$ cat src/hdl/cbu_defines.vh
// Constants for the conditional branch unit.
// Assumes inclusion by hdl/cbu_branch_unit.v only.
`ifndef CBU_DEFINES_VH
`define CBU_DEFINES_VH

// Status flag register bit positions
`define CBU_FLAG_C          3'd0
`define CBU_FLAG_Z          3'd1
`define CBU_FLAG_N          3'd2
`define CBU_FLAG_V          3'd3
`define CBU_FLAG_S          3'd4
`define CBU_FLAG_H          3'd5
`define CBU_FLAG_T          3'd6
`define CBU_FLAG_I          3'd7

// Operation codes on OP
`define CBU_OP_SEL_SET      5'h00
`define CBU_OP_SEL_CLEAR    5'h01
`define CBU_OP_EQUAL        5'h02
`define CBU_OP_NOT_EQUAL    5'h03
`define CBU_OP_CARRY_SET    5'h04
`define CBU_OP_UNS_LOWER    5'h05
`define CBU_OP_CARRY_CLEAR  5'h06
`define CBU_OP_SAME_HIGHER  5'h07
`define CBU_OP_NEGATIVE     5'h08
`define CBU_OP_POSITIVE     5'h09
`define CBU_OP_SIGNED_GE    5'h0a
`define CBU_OP_SIGNED_LT    5'h0b
`define CBU_OP_HALF_SET     5'h0c
`define CBU_OP_HALF_CLEAR   5'h0d
`define CBU_OP_T_SET        5'h0e
`define CBU_OP_T_CLEAR      5'h0f
`define CBU_OP_OVF_SET      5'h10

// Reset values
`define CBU_PC_RESET        16'h0000

// Cycle counts
`define CBU_CYCLES_NOT_TAKEN 2'd1
`define CBU_CYCLES_TAKEN     2'd2

`endif

$ cat src/hdl/cbu_branch_unit.v
// Conditional relative branch unit of the processor core.
// Assumes one core clock; the decoder presents OP, BIT_SEL and OFFSET with a one-cycle START
// pulse and holds off the next START while BUSY is high; the core reads PC_OUT.
`timescale 1ns/1ns
`include "cbu_defines.vh"

module cbu_branch_unit #(
  parameter PC_W  = 16,                    // Program counter width
  parameter OFF_W = 7                      // Offset field width
) (
  input  wire             CLK,             // Core clock, 250 MHz
  input  wire             RESET_N,         // Asynchronous reset, active low
  input  wire             START,           // Branch instruction issued, one-cycle pulse
  input  wire [4:0]       OP,              // Branch operation code
  input  wire [2:0]       BIT_SEL,         // Selected flag for generic branches
  input  wire [OFF_W-1:0] OFFSET,          // Signed word offset
  input  wire [PC_W-1:0]  PC_IN,           // Address of the branch instruction
  input  wire [7:0]       FLAGS_IN,        // Status flag register contents
  output wire             BUSY,            // Second cycle of a taken branch
  output reg              DONE,            // Branch completed, one-cycle pulse
  output reg              TAKEN,           // Last branch was taken
  output reg              FLUSH,           // Discard the sequential fetch, one-cycle pulse
  output reg              PC_LOAD,         // Load PC_OUT into the PC, one-cycle pulse
  output reg  [PC_W-1:0]  PC_OUT,          // Next program counter value
  output wire [7:0]       FLAGS_OUT,       // Status flags, passed unchanged
  output reg  [1:0]       CYCLES           // Cycles used by the last branch
);

  localparam [1:0] ST_IDLE  = 2'b01;
  localparam [1:0] ST_FLUSH = 2'b10;

  reg  [1:0]      state_q;
  reg  [1:0]      state_d;
  reg             cond;
  wire            f_c = FLAGS_IN[`CBU_FLAG_C];
  wire            f_z = FLAGS_IN[`CBU_FLAG_Z];
  wire            f_n = FLAGS_IN[`CBU_FLAG_N];
  wire            f_v = FLAGS_IN[`CBU_FLAG_V];
  wire            f_h = FLAGS_IN[`CBU_FLAG_H];
  wire            f_t = FLAGS_IN[`CBU_FLAG_T];
  wire [PC_W-1:0] off_ext;
  wire [PC_W-1:0] target;

  // Sign extension of the offset field
  assign off_ext = {{(PC_W-OFF_W){OFFSET[OFF_W-1]}}, OFFSET};
  assign target  = PC_IN + off_ext + {{(PC_W-1){1'b0}}, 1'b1};

  // Flags are never written here
  assign FLAGS_OUT = FLAGS_IN;
  assign BUSY      = (state_q == ST_FLUSH);

  // Condition evaluation
  always @* begin
    case (OP)
      `CBU_OP_SEL_SET:     cond = FLAGS_IN[BIT_SEL];
      `CBU_OP_SEL_CLEAR:   cond = ~FLAGS_IN[BIT_SEL];
      `CBU_OP_EQUAL:       cond = f_z;
      `CBU_OP_NOT_EQUAL:   cond = ~f_z;
      `CBU_OP_CARRY_SET:   cond = f_c;
      `CBU_OP_UNS_LOWER:   cond = f_c;
      `CBU_OP_CARRY_CLEAR: cond = ~f_c;
      `CBU_OP_SAME_HIGHER: cond = ~f_c;
      `CBU_OP_NEGATIVE:    cond = f_n;
      `CBU_OP_POSITIVE:    cond = ~f_n;
      `CBU_OP_SIGNED_GE:   cond = ~(f_n ^ f_v);
      `CBU_OP_SIGNED_LT:   cond = f_n ^ f_v;
      `CBU_OP_HALF_SET:    cond = f_h;
      `CBU_OP_HALF_CLEAR:  cond = ~f_h;
      `CBU_OP_T_SET:       cond = f_t;
      `CBU_OP_T_CLEAR:     cond = ~f_t;
      `CBU_OP_OVF_SET:     cond = f_v;
      default:             cond = 1'b0;
    endcase
  end

  always @* begin
    case (state_q)
      ST_IDLE:  state_d = (START && cond) ? ST_FLUSH : ST_IDLE;
      ST_FLUSH: state_d = ST_IDLE;
      default:  state_d = ST_IDLE;
    endcase
  end

  always @(posedge CLK or negedge RESET_N) begin
    if (!RESET_N) begin
      state_q <= ST_IDLE;
      DONE    <= 1'b0;
      TAKEN   <= 1'b0;
      FLUSH   <= 1'b0;
      PC_LOAD <= 1'b0;
      PC_OUT  <= `CBU_PC_RESET;
      CYCLES  <= 2'd0;
    end else begin
      state_q <= state_d;
      DONE    <= 1'b0;
      FLUSH   <= 1'b0;
      PC_LOAD <= 1'b0;
      if (state_q == ST_IDLE && START) begin
        TAKEN <= cond;
        if (cond) begin
          // Taken: load target now, finish after the flush cycle
          PC_OUT  <= target;
          PC_LOAD <= 1'b1;
          FLUSH   <= 1'b1;
        end else begin
          PC_OUT <= PC_IN + {{(PC_W-1){1'b0}}, 1'b1};
          DONE   <= 1'b1;
          CYCLES <= `CBU_CYCLES_NOT_TAKEN;
        end
      end else if (state_q == ST_FLUSH) begin
        DONE   <= 1'b1;
        CYCLES <= `CBU_CYCLES_TAKEN;
      end
    end
  end

endmodule // cbu_branch_unit

$ cat config.mk
export PLATFORM = sky130hd
export DESIGN_NAME = cbu_branch_unit
export DESIGN_NICKNAME = d
export VERILOG_FILES = /design/src/hdl/cbu_branch_unit.v
export VERILOG_INCLUDE_DIRS = /design/src /design/src/hdl
export SDC_FILE = /design/constraint.sdc
export NUM_CORES = 1
export LEC_CHECK = 0
export ABC_AREA = 1
export BUFFER_PORTS_ARGS = -buffer_cell sky130_fd_sc_hd__buf_2
export CAP_MARGIN = 0
export CORE_MARGIN = 2
export CORE_UTILIZATION = 40
export DETAILED_ROUTE_END_ITERATION = 10
export GPL_TIMING_DRIVEN = 0
export PLACE_DENSITY = 0.6
export SYNTH_ARGS = -nofsm -noshare
export SYNTH_HDL_FRONTEND = slang
export SYNTH_SLANG_ARGS = --single-unit
$ cat constraint.sdc
create_clock -name CLK -period 3.8 [get_ports CLK]
set_input_delay 0.76 -clock CLK [delete_from_list [all_inputs] [get_ports CLK]]
set_output_delay 0.76 -clock CLK [all_outputs]
set_load 0.03 [all_outputs]
======== Yosys cells after proc, flatten, opt, wreduce, memory -nomap -nowiden ========
Cells that the tools add are included.
operators by class
  magnitude comparators ................... 1
  reduce and logical (&&, ||, !) cells .... 7
  mux-type cells .......................... 14
  equality and inequality tests ........... 19
  add/sub/neg operators ................... 3
  bitwise logic cells ..................... 8
operator list
  operator                                                                       count
  5-bit by 4-bit == test with 1-bit output (second input constant)               8
  16-bit by 1-bit adder with 16-bit output (second input constant)               2
  5-bit by 3-bit == test with 1-bit output (second input constant)               4
  16-bit adder                                                                   1
  16-bit two-way mux                                                             1
  1-bit one-hot mux with 15 select lines                                         1
  5-bit by 2-bit == test with 1-bit output (second input constant)               2
  2-bit two-way mux                                                              5
  1-bit inverter                                                                 7
  1-bit two-way mux                                                              6
  5-bit by 1-bit == test with 1-bit output (second input constant)               1
  5-bit == test (second input constant)                                          1
  5-bit zero test                                                                1
  3-bit by 4-bit less-than comparator with 1-bit output (second input constant)  1
  2-bit OR reduction                                                             2
  1-bit binary-select mux with 3-bit select                                      1
  2-bit by 1-bit == test with 1-bit output (second input constant)               1
  2-bit == test (second input constant)                                          1
  1-bit logical AND                                                              2
  2-bit != test (second input constant)                                          1
  2-bit AND reduction                                                            1
  2-bit nonzero test                                                             1
  1-bit XOR                                                                      1
word-level totals
  output and inout port bits .............. 31
  word-level logic and storage cells ...... 58
  register bits after elaboration ......... 23
  input port bits ......................... 42

======== Logic depth before layout (Yosys ltp) ========
Gate-level depths: netlist of run 1.
  depth in word-level cells ............... 7
  mapped depth ............................ 15
  mapped depth without buffers ............ 15

======== Worst setup path after synthesis of run 1 ========
OpenSTA, ideal clock, no wires.
  path type ............................... in2reg
  from .................................... in OFFSET[0]
  to ...................................... reg PC_OUT[10]
  stages on the path ...................... 11
  setup time .............................. 0.117 ns
  data arrival time ....................... 2.221 ns
  setup slack ............................. 1.462 ns
  cells stage by stage .................... inv_1 ha_1 fa_1 o21ai_0 nand2_1 a21oi_1 nor2_1 nand2_1 nand2_1 nor2_1 nor2_1
between the ends
  longest elaborated chain between the ends .. 3
ends and longest elaborated chain
  element                                   RTL line               text
  start: declaration                        cbu_branch_unit.v:16   input wire [OFF_W-1:0] OFFSET,
  16-bit adder                              cbu_branch_unit.v:46   assign target = PC_IN + off_ext + {{(PC_W-1){1'b0}}, 1'b1};
  16-bit by 1-bit adder with 16-bit output  cbu_branch_unit.v:46
  16-bit two-way mux                        cbu_branch_unit.v:100  if (cond) begin
  end signal: assignment                    cbu_branch_unit.v:91   PC_OUT <= `CBU_PC_RESET;
  end signal: assignment                    cbu_branch_unit.v:102  PC_OUT <= target;
  end signal: assignment                    cbu_branch_unit.v:106  PC_OUT <= PC_IN + {{(PC_W-1){1'b0}}, 1'b1};
  end: declaration                          cbu_branch_unit.v:24   output reg [PC_W-1:0] PC_OUT,
Every way passes these cells.
A chain may end at the register's enable or synchronous reset.

======== Worst setup path in the final report of run 1 ========
  from .................................... in PC_IN[0]
  to ...................................... reg PC_OUT[14]
between the ends
  longest elaborated chain between the ends .. 3
ends and longest elaborated chain
  element                                   RTL line               text
  start: declaration                        cbu_branch_unit.v:17   input wire [PC_W-1:0] PC_IN,
  16-bit adder                              cbu_branch_unit.v:46
  16-bit by 1-bit adder with 16-bit output  cbu_branch_unit.v:46
  16-bit two-way mux *                      cbu_branch_unit.v:100
Every way passes the cells marked *; elsewhere a longest branch is shown, timed or not.

==> results of run 1 <==
## cell usage after synthesis (5+ instances only)
master / instances / area share (%)
a21oi_1: 12 / 2.2
buf_4: 10 / 2.7
dfrtp_1: 22 / 20
ha_1: 16 / 7.3
inv_1: 54 / 7.4
inv_2: 6 / 0.82
nand2_1: 144 / 20
nand3_1: 40 / 7.3
nand3_2: 5 / 1.8
nand4_1: 11 / 2.5
nor2_1: 55 / 7.5
nor2_2: 5 / 1.1
nor3_1: 5 / 0.91
or2_2: 8 / 1.8
xnor2_1: 9 / 2.9
xor2_1: 12 / 3.8
## per-stage QoR
stage,instances,hold slack (ns),instance area [sq um],util [%],total power (uW)
4_1_cts,597,0.468,3240,48.2,1140
5_1_grt,597,0.495,3240,48.2,1220
6_report,597,0.458,3240,48.2,1130
3_5_place_dp,593,0.456,3190,47.5,991
3_3_place_gp,593,0.449,3190,47.5,985
2_1_floorplan,442,0.464,2740,-,799
## per-layer routing
metal  track usage [%]  up-vias  part of all wire, %
met1              29.3     1243                   51
li1                  -     1535                    -
met2              30.0       58                   45
met5                 0        -                    0
met3             0.952        5                  3.2
met4              2.98        0                 0.76
## worst max-delay path: cells and delay by family
family / cells / cell delay, ns
AOI/OAI and AO/OA: 1 / 0.34
buffers and inverters: 2 / 0.15
adders and majority gates: 2 / 0.61
and+or+nand+nor: 9 / 0.70
## state kept, by name, summed over array words and instances, names as in the netlist
signal   flops
PC_OUT      16
state_q      2
DONE         1
PC_LOAD      1
CYCLES       2
TAKEN        1
## final timing paths
check | slack, ns | startpoint | end
min in group CLK | 0.47 | CYCLES[1] | CYCLES[1]
hold reg to reg | 0.47 | CYCLES[1] | CYCLES[1]
setup reg to reg | 2.10 | state_q[0] | PC_OUT[12]
max in group asynchronous | 2.99 | RESET_N | state_q[0]
hold / removal | 0.46 | RESET_N | CYCLES[1]
setup / recovery | 1.39 | PC_IN[0] | PC_OUT[14]
## cells in the final DEF (no fill, tap or decap), drive strengths merged, types with 2 or more instances in the layout
cell type / netlist / layout
or2: 8 / 8
ha: 16 / 16
a21oi: 12 / 12
buf: 13 / 84
clkbuf: 1 / 4
o21bai: 2 / 2
dfrtp: 22 / 22
a21o: 2 / 2
inv: 60 / 60
nand3b: 3 / 3
nand3: 47 / 47
nor3: 6 / 6
nor2: 61 / 61
nand4: 11 / 11
xnor2: 9 / 9
nand2: 150 / 150
xor2: 12 / 12
o21ai: 4 / 4
## area by class of cell
type / instances / area share [%]
clock inverters: 1 / 0.155
plain buffers: 14 / 3.25
inverters: 60 / 6.96
multi-input cells: 345 / 56.5
clock buffers: 3 / 1.28
well taps: 80 / 3.09
repair buffers: 71 / 11.0
flip-flops and latches: 23 / 17.8
## power by group through the flow
| stage | Clock (uW) | Sequential (uW) | Combinational, uW |
|---|---|---|---|
| 3_5_place_dp | 0 | 355 | 636 |
| 6_report | 149 | 349 | 634 |
| 5_1_grt | 164 | 357 | 703 |
| 4_1_cts | 154 | 350 | 638 |
| 2_1_floorplan | 0 | 490 | 309 |
| 3_3_place_gp | 0 | 355 | 630 |
## logic make-up (layout without fill, tap and decap cells)
group | Yosys count | in the layout | share of synthesized area, %
simple gates | 286 | 286 | 47.8
buf+inv | 74 | 149 | 12.1
flops | 23 | 23 | 21.1
compound gates | 21 | 21 | 4.30
xor+xnor | 21 | 21 | 6.72
fa+ha+maj | 17 | 17 | 8.05
==> flow_metrics.env, run 1 <==
export IMPL_p_clk_share_pct=13.2
export IMPL_cts_made_buffers=3
export IMPL_hold_class="primary input to async pin"
export IMPL_syn_area_sq_mm=0.00274
export IMPL_vias=2841
export IMPL_cp_arrival_ns=2.56
export IMPL_grt_setup_unrepaired="no"
export IMPL_fin_crit_sh_pct=63.4
export IMPL_period_needed_ns=2.41
export IMPL_synthArstFlopShare_pct=100
export IMPL_setup_viol=0
export IMPL_status="finished clean"
export IMPL_num_rows=30
export IMPL_cts_buffer_depth=2
export IMPL_post_cts_resized=0
export IMPL_fillCellCount=724
export IMPL_clock_sinks=23
export IMPL_antenna_found_initial=0
export IMPL_clockRootBuffer="clkbuf_8"
export IMPL_crit_chain="buf_2 > inv_1 > ha_1 > fa_1 > o21ai_0 > nand2_1 > nand2_1 > nand2_1 > nand3_1 > nand2_1 > nand2_1 > nand2_1 > nand2_1 > nand2_1"
export IMPL_synth_avg_cell_area_sq_um=6.19
export IMPL_multiInputGateArea_sq_mm=0.00183
export IMPL_worstRegToRegCells=6
export IMPL_critPathSlowestCell="fa_1"
export IMPL_switching_share_pct=47.1
export IMPL_start_kind="primary input"
export IMPL_grt_pass1_vias=2536
export IMPL_yosysUniqueCellTypes=31
export IMPL_required_ns=3.95
export IMPL_finalSetupTns_ns=0
export IMPL_grt_overflow_total=0
export IMPL_dieArea_sq_mm=0.00752
export IMPL_drv_slew=0
export IMPL_port_buffers=71
export IMPL_clock_latency_ns=0.26
export IMPL_post_drt_via_cell_ratio=4.76
export IMPL_first_pass_iters=4
export IMPL_routed_wl_mm=6.96
export IMPL_syn_inst=442
export IMPL_fin_ws_ns=1.39
export IMPL_h_tree_depth=1
export IMPL_crit_path_end_kind="flip-flop"
export IMPL_core_area_sq_mm=0.00672
export IMPL_die_w_microns=86.7
export IMPL_hold_viol_final=0
export IMPL_p_comb_share_pct=56.0
export IMPL_fmax_mhz=415
export IMPL_max_slew_margin_rel_pct=65.9
export IMPL_grt_max_degree=24
export IMPL_initial_core_util_pct=40.7
export IMPL_p_leak_uw=0.00192
export IMPL_gr_usage_all_layers_pct=19.1
export IMPL_ys_seq_elements=23
export IMPL_drc_errors=0
export IMPL_synthFlopType="dfrtp_1"
export IMPL_fin_skew_ns=0.00604
export IMPL_seq_power_share_pct=30.9
export IMPL_p_per_area_mw_per_mm2=350
export IMPL_p_switching_uw=534
export IMPL_drt_antenna_violating_nets=0
export IMPL_crit_type="primary input to flip-flop"
export IMPL_regArea_sq_um=577
export IMPL_post_place_ws_ns=1.12
export IMPL_crit_top_cell="nand2_1"
export IMPL_cap_violations=0
export IMPL_post_drt_wl_per_cell_microns=11.7
export IMPL_clk_pin_slew_ns=0.08
export IMPL_dp_hpwl_mm=6.04
export IMPL_postCtsSetupBuffers=0
export IMPL_grt_first_pass_wirelength_mm=11.6
export IMPL_drt_iter0_drc=142
export IMPL_drive_above_1_share_pct=23.6
export IMPL_synth_nets=501
export IMPL_ys_warn_count=0
export IMPL_io_pins=73
export IMPL_synth_edf_count=0
export IMPL_area_growth_pct=18.3
export IMPL_diodes=0
export IMPL_p_int_uw=599
export IMPL_crit_path_max_incr_delay_ns=0.40
export IMPL_cts_tree="yes"
export IMPL_hold_buffers=0
export IMPL_ys_seq_area_share_pct=21.1
export IMPL_finish_net_count=577
export IMPL_gp_congestion=0.875
export IMPL_vdd_drop_max_mv=0.114
export IMPL_worstMarginPinSlew_ns=0.511
export IMPL_fp_dieH_microns=86.7
export IMPL_cp_max_fo=3
No activity file was read; power rests on OpenSTA's default activity.
==> run 2, diff against run 1 <==
--- a/config.mk
+++ b/config.mk
@@ -13,7 +13,7 @@
 export CORE_UTILIZATION = 40
 export DETAILED_ROUTE_END_ITERATION = 10
 export GPL_TIMING_DRIVEN = 0
-export PLACE_DENSITY = 0.6
+export PLACE_DENSITY = 0.63
 export SYNTH_ARGS = -nofsm -noshare
 export SYNTH_HDL_FRONTEND = slang
 export SYNTH_SLANG_ARGS = --single-unit
==> constraint.sdc (replaced) <==
create_clock -name CLK -period 2.2 [get_ports CLK]
set_input_delay 0.44 -clock CLK [delete_from_list [all_inputs] [get_ports CLK]]
set_output_delay 0.44 -clock CLK [all_outputs]
set_load 0.03 [all_outputs]
==> flow_metrics.env, run 2 (synthesis gave the netlist of run 1 again) <==
export IMPL_status="finished clean"
export IMPL_post_drt_via_cell_ratio=4.80
export IMPL_grt_pass1_vias=2600
export IMPL_fp_dieH_microns=86.7
export IMPL_clock_sinks=23
export IMPL_cts_made_buffers=3
export IMPL_p_int_uw=1040
export IMPL_drive_above_1_share_pct=23.6
export IMPL_final_common_cell="nand2_1"
export IMPL_num_rows=30
export IMPL_vias=2863
export IMPL_dp_hpwl_mm=5.96
export IMPL_vdd_drop_max_mv=0.234
export IMPL_p_clk_share_pct=13.2
export IMPL_cap_violations=0
export IMPL_worstMarginPinSlew_ns=0.515
export IMPL_top_regs="PC_OUT: 16 flops, CYCLES: 2 flops, state_q: 2 flops"
export IMPL_drt_antenna_violating_nets=0
export IMPL_p_total_uw=1970
export IMPL_largest_register_ffs=16
export IMPL_hold_ws_ns=0.139
export IMPL_largest_register="PC_OUT"
export IMPL_gp_congestion=0.874
export IMPL_cts_tree="yes"
export IMPL_first_pass_iters=4
export IMPL_core_area_sq_mm=0.00672
export IMPL_routed_wl_mm=7.01
export IMPL_setup_viol=0
export IMPL_cts_buffer_depth=2
export IMPL_p_comb_share_pct=55.9
export IMPL_drt_iter0_drc=149
export IMPL_grt_overflow_total=0
export IMPL_drv_slew=0
export IMPL_fmax_mhz=507
export IMPL_hold_viol_final=0
export IMPL_cp_startpoint="PC_IN[0]"
export IMPL_p_leak_uw=0.00192
export IMPL_worstRegToRegCells=6
export IMPL_start_kind="primary input"
export IMPL_max_slew_margin_rel_pct=65.6
export IMPL_dieArea_sq_mm=0.00752
export IMPL_seq_power_share_pct=30.9
export IMPL_fin_skew_ns=0.00358
export IMPL_clockRootBuffer="clkbuf_8"
export IMPL_diodes=0
export IMPL_post_cts_resized=0
export IMPL_grt_first_pass_wirelength_mm=11.7
export IMPL_postCtsSetupBuffers=0
export IMPL_initial_core_util_pct=40.7
export IMPL_reg2reg_from="state_q[0]"
export IMPL_fin_crit_sh_pct=89.6
export IMPL_hold_buffers=0
export IMPL_h_tree_depth=1
export IMPL_cp_max_fo=3
export IMPL_p_switching_uw=928
export IMPL_port_buffers=71
export IMPL_r2r_end="PC_OUT[10]"
export IMPL_die_w_microns=86.7
export IMPL_antenna_found_initial=0
export IMPL_post_drt_wl_per_cell_microns=11.7
export IMPL_gr_usage_all_layers_pct=19.1
export IMPL_cp_arrival_ns=2.13
export IMPL_hold_class="primary input to async pin"
export IMPL_drc_errors=0
export IMPL_layout_common_cells="nand2_1, buf_2, nor2_1"
export IMPL_finish_net_count=577
export IMPL_io_pins=73
export IMPL_switching_share_pct=47.2
export IMPL_r2r_setup_slack_ns=0.51
export IMPL_grt_max_degree=24
export IMPL_area_growth_pct=18.4
export IMPL_required_ns=2.35
export IMPL_p_per_area_mw_per_mm2=607
export IMPL_clk_pin_slew_ns=0.08
export IMPL_clock_latency_ns=0.26
export IMPL_crit_type="primary input to flip-flop"
export IMPL_worstSetupEndpoint="PC_OUT[14]"
export IMPL_crit_path_end_kind="flip-flop"
export IMPL_period_needed_ns=1.97
export IMPL_grt_setup_unrepaired="no"
-- run 2: cell count changes in the layout (fill, tap and decap cells not counted), sizes merged --
cell	change
clkinv	-1
clkbuf	+1
-- run 2: final cells by class --
| class | instances | area (sq um) |
|---|---|---|
| Sequential cell | 23 | 577 |
| Clock buffer | 4 | 45.0 |
| Tap cell | 80 | 100 |
| Fill cell | 740 | 3480 |
| Buffer | 14 | 105 |
| Multi-Input combinational cell | 345 | 1830 |
| Inverter | 60 | 225 |
| Timing Repair Buffer | 71 | 355 |
-- run 2: per-layer routing --
layer	track usage (%)	up-vias	wire length (microns)
li1	-	1531	-
met1	28.7	1265	3500
met2	31.0	63	3190
met3	0.667	4	295
met4	2.56	0	25
met5	0	-	0
-- run 2: worst min-delay path by stage --
stage           endpoint  slack, ns  depth (start not counted)
6_report       PC_OUT[1]       0.14                          1
5_1_grt        PC_OUT[6]       0.19                          1
4_1_cts          PC_LOAD       0.15                          1
3_5_place_dp     PC_LOAD       0.44                          1
3_3_place_gp     PC_LOAD       0.44                          1
2_1_floorplan  CYCLES[0]       0.14                          0
-- run 2: per-stage QoR --
stage	instances	worst slack [ns]	setup TNS [ns]	util (%)	area, sq um
2_1_floorplan	442	0.182	0	-	2740
3_3_place_gp	593	-0.172	-0.543	47.5	3190
3_5_place_dp	593	-0.198	-0.660	47.5	3190
4_1_cts	597	0.0697	0	48.2	3240
5_1_grt	597	0.0719	0	48.2	3240
6_report	597	0.228	0	48.2	3240
-- run 2: critical path, stage by stage --
cell     delay (ns)
buf_2          0.10
inv_1          0.05
ha_1           0.21
fa_1           0.42
o21ai_2        0.23
nand2_1        0.10
nand2_1        0.11
nand2_1        0.09
nand3_1        0.07
nand2_1        0.07
nand2_1        0.06
nand2_1        0.04
nand2_1        0.08
nand2_1        0.05
-- run 2: power groups by stage --
stage          registers [uW]  clock network, uW  logic [uW]
2_1_floorplan             847                  0         533
3_3_place_gp              615                  0        1080
3_5_place_dp              617                  0        1100
4_1_cts                   608                264        1100
5_1_grt                   622                275        1220
6_report                  608                260        1100
